===== src/design/wake_cfg_pkg.sv =====
// Constants for the standby wake source configuration block
package wake_cfg_pkg;

  // ---------------------------------------------------------------
  // Register byte addresses
  // ---------------------------------------------------------------
  localparam logic [11:0] ADDR_CFG_B = 12'h004;
  localparam logic [11:0] ADDR_CFG_C = 12'h008;
  localparam logic [11:0] ADDR_CLEAR = 12'h00C;
  localparam logic [11:0] ADDR_STAT  = 12'h010;
  localparam logic [11:0] ADDR_MASK  = 12'h014;

  // ---------------------------------------------------------------
  // Field layout inside one 8-bit source slot
  // ---------------------------------------------------------------
  localparam int SLOT_W    = 8;
  localparam int MODE_LSB  = 4;
  localparam int SEEN_LSB  = 2;
  localparam int EN_BIT    = 0;
  localparam int UNDEF_BIT = 1;
  localparam int NSRC      = 4;

  // Slot position of each source: 4,5 in cfg B slots 0,1; 6,7 in cfg C
  localparam int SLOT_LO = 0;
  localparam int SLOT_HI = 1;
  localparam int SLOT_C7 = 2;

  // ---------------------------------------------------------------
  // Detection modes and seen-edge codes
  // ---------------------------------------------------------------
  localparam logic [2:0] MODE_LOW   = 3'h0;
  localparam logic [2:0] MODE_HIGH  = 3'h1;
  localparam logic [2:0] MODE_FALL  = 3'h2;
  localparam logic [2:0] MODE_RISE  = 3'h3;
  localparam logic [2:0] MODE_BOTH  = 3'h4;
  localparam logic [2:0] MODE_RESET = MODE_FALL;

  localparam logic [1:0] SEEN_NONE = 2'h0;
  localparam logic [1:0] SEEN_RISE = 2'h1;
  localparam logic [1:0] SEEN_FALL = 2'h2;

  // ---------------------------------------------------------------
  // Clear-request source codes
  // ---------------------------------------------------------------
  localparam logic [4:0] CLR_SRC4 = 5'h04;
  localparam logic [4:0] CLR_SRC5 = 5'h05;
  localparam logic [4:0] CLR_SRC6 = 5'h09;
  localparam logic [4:0] CLR_SRC7 = 5'h0A;

  // Value shown on bits that read as undefined
  localparam logic UNDEF_VAL = 1'b0;

endpackage : wake_cfg_pkg


===== src/design/wake_detect.sv =====
// Detection of one wake source from its synchronised pin level
`timescale 1ns/10ps
`default_nettype none
module wake_detect
  import wake_cfg_pkg::*;
(
  // Clock and reset
  input  wire logic       clk,
  input  wire logic       rstn,
  // Configuration
  input  wire logic [2:0] mode,
  input  wire logic       enable,
  input  wire logic       clear,
  // Pin level already synchronised
  input  wire logic       pin_sync,
  // Results
  output logic [1:0]      seen_edge,
  output logic            pending,
  output logic            wake_event
);

  logic       pin_prev;
  logic       rise;
  logic       fall;
  logic       hit;
  logic [1:0] next_seen;

  assign rise = pin_sync & ~pin_prev;
  assign fall = ~pin_sync & pin_prev;

  always_comb begin
    unique case (mode)
      MODE_LOW:  hit = ~pin_sync;                             // RULE1
      MODE_HIGH: hit = pin_sync;                              // RULE1
      MODE_FALL: hit = fall;                                  // RULE1
      MODE_RISE: hit = rise;                                  // RULE1
      MODE_BOTH: hit = rise | fall;                           // RULE1
      default:   hit = 1'b0;
    endcase
  end

  // Edge record accumulates only in both-edge mode; set beats clear
  assign next_seen = (clear ? SEEN_NONE : seen_edge)          // RULE5
                   | ((mode == MODE_BOTH && enable)           // RULE4
                      ? {fall, rise} : SEEN_NONE);            // RULE3

  assign wake_event = hit & enable;

  always_ff @(posedge clk) begin
    if (!rstn) begin
      pin_prev  <= 1'b0;
      seen_edge <= SEEN_NONE;                                 // RULE16
      pending   <= 1'b0;
    end else begin
      pin_prev  <= pin_sync;
      seen_edge <= next_seen;
      pending   <= wake_event | (pending & ~clear);
    end
  end

endmodule : wake_detect
`default_nettype wire


===== src/design/standby_wake_source_config.sv =====
// Standby wake source configuration with APB register access
//
// How it works
// RULE1 - Mode codes select level or edge detection
// RULE2 - Software never writes modes 101 to 111
// RULE3 - Seen-edge codes: none, rise, fall, both
// RULE4 - Seen-edge valid only in both-edge mode
// RULE5 - Clearing a request also clears seen-edge
// RULE6 - Software sets mode before enable, separately
// RULE7 - Source 5 fields at 14-12, 11-10, 8
// RULE8 - Source 4 fields at 6-4, 3-2, 0
// RULE9 - Source 4 enable gates its wake
// RULE10 - Source 7 fields at 22-20, 19-18, 16
// RULE11 - Source 7 enable gates its wake
// RULE12 - Source 6 fields at 14-12, 11-10, 8
// RULE13 - Source 6 seen-edge reads read-only codes
// RULE14 - Clear codes 04, 05, 09, 0A per source
// RULE15 - Reserved bits read zero or hold writes
// RULE16 - Reset: modes falling, seen zero, disabled
//
// Added by the designer: the APB interface to the registers and the register addresses.
`timescale 1ns/10ps
`default_nettype none
module standby_wake_source_config
  import wake_cfg_pkg::*;
(
  // Clock and reset
  input  wire logic        clk,
  input  wire logic        rstn,
  // APB slave
  input  wire logic        psel,
  input  wire logic        penable,
  input  wire logic        pwrite,
  input  wire logic [11:0] paddr,
  input  wire logic [31:0] pwdata,
  output logic             pready,
  output logic             pslverr,
  output logic [31:0]      prdata,
  // External wake pins, asynchronous
  input  wire logic [3:0]  ext_irq,
  // Results
  output logic             standby_release,
  output logic [3:0]       wake_pending,
  output logic             irq
);

  // ---------------------------------------------------------------
  // Register state
  // ---------------------------------------------------------------
  logic [2:0]  mode       [NSRC];
  logic [NSRC-1:0] enable;
  logic [2:0]  spare_mode [NSRC];
  logic [NSRC-1:0] spare_en;
  logic [1:0]  seen       [NSRC];
  logic [NSRC-1:0] pend;
  logic [NSRC-1:0] evt;
  logic [NSRC-1:0] clr;
  logic [NSRC-1:0] stat;
  logic [NSRC-1:0] mask;
  logic [NSRC-1:0] sync1;
  logic [NSRC-1:0] sync2;

  // ---------------------------------------------------------------
  // Bus decode
  // ---------------------------------------------------------------
  wire access   = psel & penable;
  wire wr       = access & pwrite;
  wire rd       = access & ~pwrite;
  wire hit_b    = (paddr == ADDR_CFG_B);
  wire hit_c    = (paddr == ADDR_CFG_C);
  wire hit_clr  = (paddr == ADDR_CLEAR);
  wire hit_stat = (paddr == ADDR_STAT);
  wire hit_mask = (paddr == ADDR_MASK);
  wire mapped   = hit_b | hit_c | hit_clr | hit_stat | hit_mask;
  wire wr_b     = wr & hit_b;
  wire wr_c     = wr & hit_c;
  wire wr_clr   = wr & hit_clr;
  wire rd_stat  = rd & hit_stat;
  wire [4:0] clr_code = pwdata[4:0];

  assign pready  = 1'b1;
  assign pslverr = access & ~mapped;

  // Clear-request codes mapped to sources
  assign clr[0] = wr_clr & (clr_code == CLR_SRC4);            // RULE14
  assign clr[1] = wr_clr & (clr_code == CLR_SRC5);            // RULE14
  assign clr[2] = wr_clr & (clr_code == CLR_SRC6);            // RULE14
  assign clr[3] = wr_clr & (clr_code == CLR_SRC7);            // RULE14

  // ---------------------------------------------------------------
  // Pin synchroniser
  // ---------------------------------------------------------------
  always_ff @(posedge clk) begin
    if (!rstn) begin
      sync1 <= '0;
      sync2 <= '0;
    end else begin
      sync1 <= ext_irq;
      sync2 <= sync1;
    end
  end

  // ---------------------------------------------------------------
  // Per-source configuration and detection
  // ---------------------------------------------------------------
  genvar g;
  generate
    for (g = 0; g < NSRC; g++) begin : g_src
      // Sources 4,5 live in cfg B slots 0,1; sources 6,7 in cfg C
      localparam int SLOT = (g < 2) ? g : g - 1;
      localparam int BASE = SLOT * SLOT_W;
      wire wsel = (g < 2) ? wr_b : wr_c;

      always_ff @(posedge clk) begin
        if (!rstn) begin
          mode[g]   <= MODE_RESET;                            // RULE16
          enable[g] <= 1'b0;                                  // RULE16
        end else if (wsel) begin
          mode[g]   <= pwdata[BASE+MODE_LSB +: 3];            // RULE7 RULE8 RULE10 RULE12
          enable[g] <= pwdata[BASE+EN_BIT];                   // RULE9 RULE11
        end
      end

      wake_detect wake_detect_inst (
        .clk       (clk),
        .rstn      (rstn),
        .mode      (mode[g]),
        .enable    (enable[g]),
        .clear     (clr[g]),
        .pin_sync  (sync2[g]),
        .seen_edge (seen[g]),
        .pending   (pend[g]),
        .wake_event(evt[g])
      );
    end
  endgenerate

  // ---------------------------------------------------------------
  // Unused slots: mode slots keep any value, enable slots are stored
  // ---------------------------------------------------------------
  genvar p;
  generate
    for (p = 0; p < NSRC; p++) begin : g_spare
      // Spares 0,1 are cfg B slots 2,3; spares 2,3 are cfg C slots 0,3
      localparam int SPOT  = (p < 2) ? p + 2 : (p == 2) ? SLOT_LO : 3;
      localparam int SBASE = SPOT * SLOT_W;
      wire spare_wsel = (p < 2) ? wr_b : wr_c;

      always_ff @(posedge clk) begin
        if (!rstn) begin
          spare_mode[p] <= MODE_RESET;
          spare_en[p]   <= 1'b0;
        end else if (spare_wsel) begin
          spare_mode[p] <= pwdata[SBASE+MODE_LSB +: 3];       // RULE15
          spare_en[p]   <= pwdata[SBASE+EN_BIT];              // RULE15
        end
      end
    end
  endgenerate

  // ---------------------------------------------------------------
  // Interrupt status and mask; a status read clears, set wins
  // ---------------------------------------------------------------
  // A read clears only the bits it returned, so an event landing
  // between the setup and access edges waits for the next read
  wire [NSRC-1:0] stat_taken = rd_stat ? prdata[NSRC-1:0] : '0;

  always_ff @(posedge clk) begin
    if (!rstn) begin
      stat <= '0;
      mask <= '0;
    end else begin
      stat <= (stat & ~stat_taken) | evt;
      if (wr & hit_mask) begin
        mask <= pwdata[NSRC-1:0];
      end
    end
  end

  assign irq             = |(stat & mask);
  assign standby_release = |evt;                              // RULE9 RULE11
  assign wake_pending    = pend;

  // ---------------------------------------------------------------
  // Read data; reserved bits read zero, undefined bits read fixed
  // ---------------------------------------------------------------
  function automatic logic [7:0] slot_val(
    input logic [2:0] m,
    input logic [1:0] s,
    input logic       e
  );
    slot_val = {1'b0, m, s, UNDEF_VAL, e};                    // RULE15
  endfunction : slot_val

  wire [31:0] rd_b = {slot_val(spare_mode[1], SEEN_NONE, spare_en[1]),
                      slot_val(spare_mode[0], SEEN_NONE, spare_en[0]),
                      slot_val(mode[1], seen[1], enable[1]),  // RULE7
                      slot_val(mode[0], seen[0], enable[0])}; // RULE8
  wire [31:0] rd_c = {slot_val(spare_mode[3], SEEN_NONE, spare_en[3]),
                      slot_val(mode[3], seen[3], enable[3]),  // RULE10
                      slot_val(mode[2], seen[2], enable[2]),  // RULE12 RULE13
                      slot_val(spare_mode[2], SEEN_NONE, spare_en[2])};
  wire [31:0] rd_mux = hit_b    ? rd_b :
                       hit_c    ? rd_c :
                       hit_stat ? {28'h000_0000, stat} :
                       hit_mask ? {28'h000_0000, mask} :
                       32'h0000_0000;

  always_ff @(posedge clk) begin
    if (!rstn) begin
      prdata <= 32'h0000_0000;
    end else if (psel && !penable && !pwrite) begin
      prdata <= rd_mux;
    end
  end

endmodule : standby_wake_source_config
`default_nettype wire


===== config.mk =====
export PLATFORM = sky130hd
export DESIGN_NAME = standby_wake_source_config
export DESIGN_NICKNAME = d
export VERILOG_FILES = /design/src/design/wake_cfg_pkg.sv /design/src/design/wake_detect.sv /design/src/design/standby_wake_source_config.sv
export SDC_FILE = /design/constraint.sdc
export NUM_CORES = 1
export LEC_CHECK = 0
export BUFFER_PORTS_ARGS = -buffer_cell sky130_fd_sc_hd__clkbuf_2
export CORE_UTILIZATION = 50
export DETAILED_ROUTE_END_ITERATION = 7
export GPL_ROUTABILITY_DRIVEN = 0
export GPL_TIMING_DRIVEN = 0
export PLACE_DENSITY = 0.72
export SLEW_MARGIN = 20
export SYNTH_ARGS = -nofsm -noshare
export SYNTH_HDL_FRONTEND = slang
export SYNTH_SLANG_ARGS = --single-unit
export TNS_END_PERCENT = 100

===== constraint.sdc =====
create_clock -name clk -period 3.68 [get_ports clk]
set_input_delay 0.736 -clock clk [delete_from_list [all_inputs] [get_ports clk]]
set_output_delay 0.736 -clock clk [all_outputs]
set_load 0.01 [all_outputs]

======== Yosys cells after proc, flatten, opt, wreduce, memory -nomap -nowiden ========
Memory sizes are Yosys's and may differ from the RTL's.
Cells that the tools add are included.
storage, ports and cells
  memory bits (writable) .................. 24
  register bits ........................... 72
  word-level logic and storage cells ...... 169
  output and inout bits ................... 40
  memories ................................ 2
cells by class
  equal/unequal tests ..................... 25
  muxes and demuxes ....................... 32
  reductions and logical operators ........ 14
  bitwise operators ....................... 71
memory list
  memory      depth  width  rd ports  clocked after Yosys merged registers in  wr ports  RTL line                          text
  mode        4      3      4         0                                        4         standby_wake_source_config.sv:50  logic [2:0] mode [NSRC];
  spare_mode  4      3      4         0                                        4         standby_wake_source_config.sv:52  logic [2:0] spare_mode [NSRC];
operator list
  operator                                                           count
  31-bit 2-to-1 mux                                                  2
  1-bit AND                                                          29
  12-bit by 4-bit == test with 1-bit output (second input constant)  2
  12-bit by 5-bit == test with 1-bit output (second input constant)  2
  3-bit by 2-bit == test with 1-bit output (second input constant)   8
  3-bit 2-to-1 mux                                                   8
  1-bit OR                                                           20
  1-bit case mux with 5 select lines                                 4
  2-bit 2-to-1 mux                                                   8
  1-bit inverter                                                     14
  12-bit by 3-bit == test with 1-bit output (second input constant)  1
  3-bit by 1-bit == test with 1-bit output (second input constant)   4
  3-bit == test (second input constant)                              4
  3-bit logical NOT                                                  4
  4-bit 2-to-1 mux                                                   3
  5-bit by 3-bit == test with 1-bit output (second input constant)   2
  5-bit by 4-bit == test with 1-bit output (second input constant)   2
  4-bit AND                                                          2
  2-bit OR                                                           4
  4-bit OR reduction                                                 2
  1-bit 2-to-1 mux                                                   7
  1-bit logical AND                                                  6
  4-bit inverter                                                     1
  4-bit OR                                                           1
  1-bit logical NOT                                                  2

======== Longest topological paths before layout ========
  depth in word-level cells ............... 7
  mapped depth ............................ 7

======== By module ========
From an unflattened synthesis, not the netlist that was laid out.
second synthesis, totals
  cell total of the unflattened synthesis .. 424
  area total of the unflattened synthesis .. 3976.3 um2
modules (own cells, without submodules)
  module                      area each (um2)  seq. area each (um2)  times used  cells each
  standby_wake_source_config  3035.4           1661.6                1           320
  wake_detect                 235.2            80.1                  4           26

======== Least setup slack after synthesis ========
OpenSTA, ideal clock, no wires.
  path type ............................... input to register
  start point ............................. in paddr[9]
  end point ............................... mem mode[2][0] (enable)
  setup slack ............................. 0.713 ns
  arrival ................................. 2.617 ns
  buffers on the path ..................... 3
  stages on the path ...................... 7
  required time ........................... 3.330 ns
  library setup time ...................... 0.350 ns
  cells stage by stage .................... or4_4 buf_6 or3_1 buf_2 or3_1 clkbuf_1 nand2_1
RTL lines
  item                RTL line                          text
  start: declaration  standby_wake_source_config.sv:34  input wire logic [11:0] paddr,
  end: declaration    standby_wake_source_config.sv:50

==> results.sh <==
export IMPL_overflow=0
export IMPL_critPathSlowestCell="nand2b_1"
export IMPL_finalHoldViolCount=0
export IMPL_path_clk_slew_ns=0.08
export IMPL_ys_flop_type="dfxtp_1"
export IMPL_final_seq_area_um2=1980
export IMPL_tns_ns=0
export IMPL_drt_first_pass_iters=5
export IMPL_syn_area_per_cell_um2=9.57
export IMPL_row_count=32
export IMPL_slew_violations=0
export IMPL_grt_total_usage=0.263
export IMPL_ys_ff_latch=87
export IMPL_rr_worst_depth=6
export IMPL_h_tree_depth=3
export IMPL_ant_nets=0
export IMPL_drive_gt1_frac=0.218
export IMPL_r2r_setup_slack_ns=1.90
export IMPL_cts_root_buf="clkbuf_8"
export IMPL_fmax_mhz=330
export IMPL_n_antenna_cell=0
export IMPL_cpPeakStageDelay_ns=0.58
export IMPL_leakagePower_nw=1.82
export IMPL_synth_distinct_cells=44
export IMPL_area_growth_syn_to_layout_pct=17.7
export IMPL_synth_enable_flop_cells=24
export IMPL_hp_start="sync1[3]"
export IMPL_min_period_ns=3.03
export IMPL_crit_path_end_kind="register"
export IMPL_pre_cts_ws_ns=0.310
export IMPL_vdd_drop_max_mv=0.249
export IMPL_cts_tree="built"
export IMPL_fillerInstances=705
export IMPL_drt_wirelength_per_cell_um=16.7
export IMPL_via_per_inst=5.63
export IMPL_setup_viol=0
export IMPL_boundaryPins=93
export IMPL_ys_warnings_count=0
export IMPL_cts_resized=0
export IMPL_cts_sinks=87
export IMPL_min_period_over_period=0.824
export IMPL_synth_area_um2=3960
export IMPL_port_buffers=67
export IMPL_seq_area_frac_synth=0.500
export IMPL_grt_pass1_vias=3370
export IMPL_crit_arrival_ns=3.03
export IMPL_layout_nets=561
export IMPL_holdPathEnd="sync2[3]"
export IMPL_cpMostUsedCell="or3_1"
export IMPL_status="finished, final reports clean"
export IMPL_grt_max_degree=17
export IMPL_finalWirelength_um=10200
export IMPL_ys_async_sr_fraction=0
export IMPL_drt_initial_drc_count=272
export IMPL_multiInputGateArea_um2=1750
export IMPL_whs_ns=0.442
export IMPL_slew_headroom=0.264
export IMPL_worst_slew_pin_slew_ns=1.10
export IMPL_drc=0
export IMPL_cp_required_ns=3.68
export IMPL_cts_buffers=9
export IMPL_dp_hpwl_um=7520
export IMPL_setup_ws_ns=0.649
export IMPL_dieArea_um2=8290
export IMPL_path_class="primary input to register"
export IMPL_rsz0062_at_grt="no"
export IMPL_netlist_instances=414
export IMPL_grt_pass1_wl_um=16600
export IMPL_antenna_found_initial=0
export IMPL_start_util=0.515
export IMPL_hold_path_class="register to register"
export IMPL_p_per_area_nw_per_um2=396
export IMPL_crit_path_start_kind="primary input"
export IMPL_clkLatencyLatePin_ns=0.36
export IMPL_num_vias=3416
export IMPL_hold_depth=1
export IMPL_crit_fanout=12
export IMPL_crit_chain="clkbuf_2 -> or3_1 -> clkbuf_1 -> or3_1 -> buf_2 -> nor3_2 -> nand2b_1"
export IMPL_fp_dieW_um=91.0
export IMPL_dieHeight_um=91.0
export IMPL_core_um2=7690
export IMPL_finClkSkew_ns=0.0132
export IMPL_cts_hold_buf=0
export IMPL_reg2reg_to="g_src[3].wake_detect_inst.pending"
export IMPL_cts_setup_buffers=0
export IMPL_worstReg2RegStart="sync2[3]"
export IMPL_clock_path_buffers=2
export IMPL_maxCapViolations=0
[where the power goes]
| part | switching (mW) | internal, mW |
|---|---|---|
| Sequential | 0.0203 | 1.01 |
| Clock | 0.354 | 0.317 |
| Combinational | 0.0876 | 0.0560 |
| Total | 0.462 | 1.38 |
[worst max-delay path by stage]
stage,from,to,slack (ns),depth (start not counted)
finish,paddr[5],mode[1][2],0.65,7
global placement,paddr[9],mode[1][1],0.35,7
floorplan,paddr[9],mode[2][0],0.71,7
CTS,paddr[9],mode[1][0],0.69,7
global route,paddr[5],mode[1][2],0.56,7
detailed placement,paddr[9],mode[1][1],0.31,7
[layout by cell type, fill, tap and decap left out, types with 12 or more instances in the layout]
master	instances
clkbuf_2	67
dfxtp_1	63
nand2_1	42
nor2_1	27
o21ai_0	27
and2_1	26
edfxtp_1	24
clkbuf_1	22
a221oi_1	19
inv_1	15
buf_4	14
a21oi_1	13
mux2i_1	12
[metal layers]
metal / vias to the layer above / GRT usage / share of wire / wire length (um)
met5: - / 0 / 0 / 0
met4: 0 / 0.101 / 0.021 / 218
met3: 18 / 0.0511 / 0.064 / 653
met2: 134 / 0.441 / 0.49 / 4950
met1: 1628 / 0.335 / 0.43 / 4340
li1: 1636 / - / - / -
[kinds of logic after synthesis]
logic type / Yosys count / share of synthesized area
AND/OR/NAND/NOR: 166 / 0.231
flip-flops: 87 / 0.500
AO/OA/AOI/OAI: 78 / 0.127
buffers and inverters: 54 / 0.0673
multiplexers: 15 / 0.0388
adder cells (fa/ha/maj): 8 / 0.0253
XOR/XNOR: 4 / 0.00884
other: 2 / 0.00190
[flip-flops by register name, summed over array words and instances (netlist names), 8 cells and up]
| register | flops |
|---|---|
| g_src.wake_detect_inst.seen_edge | 8 |
| spare_mode | 12 |
| prdata | 23 |
| mode | 12 |
[synth_stat cells (2+ instances only)]
master    number  share of area
a211oi_1       2         0.0038
a21oi_1       13          0.016
a221oi_1      19          0.042
a22oi_1        2         0.0038
a31oi_1        2         0.0032
a32o_1         2         0.0051
and2_1        26          0.041
buf_2          3         0.0038
buf_4         14          0.027
clkbuf_1      21          0.020
conb_1         2         0.0019
dfxtp_1       63           0.32
edfxtp_1      24           0.18
ha_1           8          0.025
inv_1         15          0.014
mux2_2         3         0.0085
mux2i_1       12          0.030
nand2_1       42          0.040
nand2b_1       9          0.014
nand3_1        5         0.0063
nand4_1        5         0.0079
nand4b_1       2         0.0044
nor2_1        27          0.026
nor3_1        11          0.014
nor4_1        10          0.016
nor4_2         2         0.0063
nor4b_1        4         0.0088
o21ai_0       27          0.034
o22ai_1        9          0.014
or3_1          8          0.013
or4_1          4         0.0076
or4_4          2         0.0057
or4b_1         2         0.0051
xor2_1         4         0.0088
[critical path: cells and delay by family]
family	cells	cell delay (ns)
buffers and inverters	3	0.51
AND/OR/NAND/NOR	4	1.78
[stage by stage]
| stage | util | total power [mW] | area (um^2) | cells |
|---|---|---|---|---|
| global route | 0.606 | 1.91 | 4660 | 607 |
| floorplan | - | 1.13 | 3990 | 422 |
| global placement | 0.580 | 1.19 | 4460 | 591 |
| CTS | 0.605 | 1.85 | 4650 | 607 |
| finish | 0.606 | 1.84 | 4660 | 607 |
| detailed placement | 0.580 | 1.19 | 4460 | 591 |
[layout make-up]
cell class	instances	area share
clock buffers	10	0.0274
inverters	15	0.0121
plain buffers	39	0.0451
multi-input cells	281	0.376
flip-flops and latches	87	0.425
repair buffers	67	0.0719
clock inverters	6	0.0150
well taps	102	0.0274
Power figures use the tool's default switching activity.
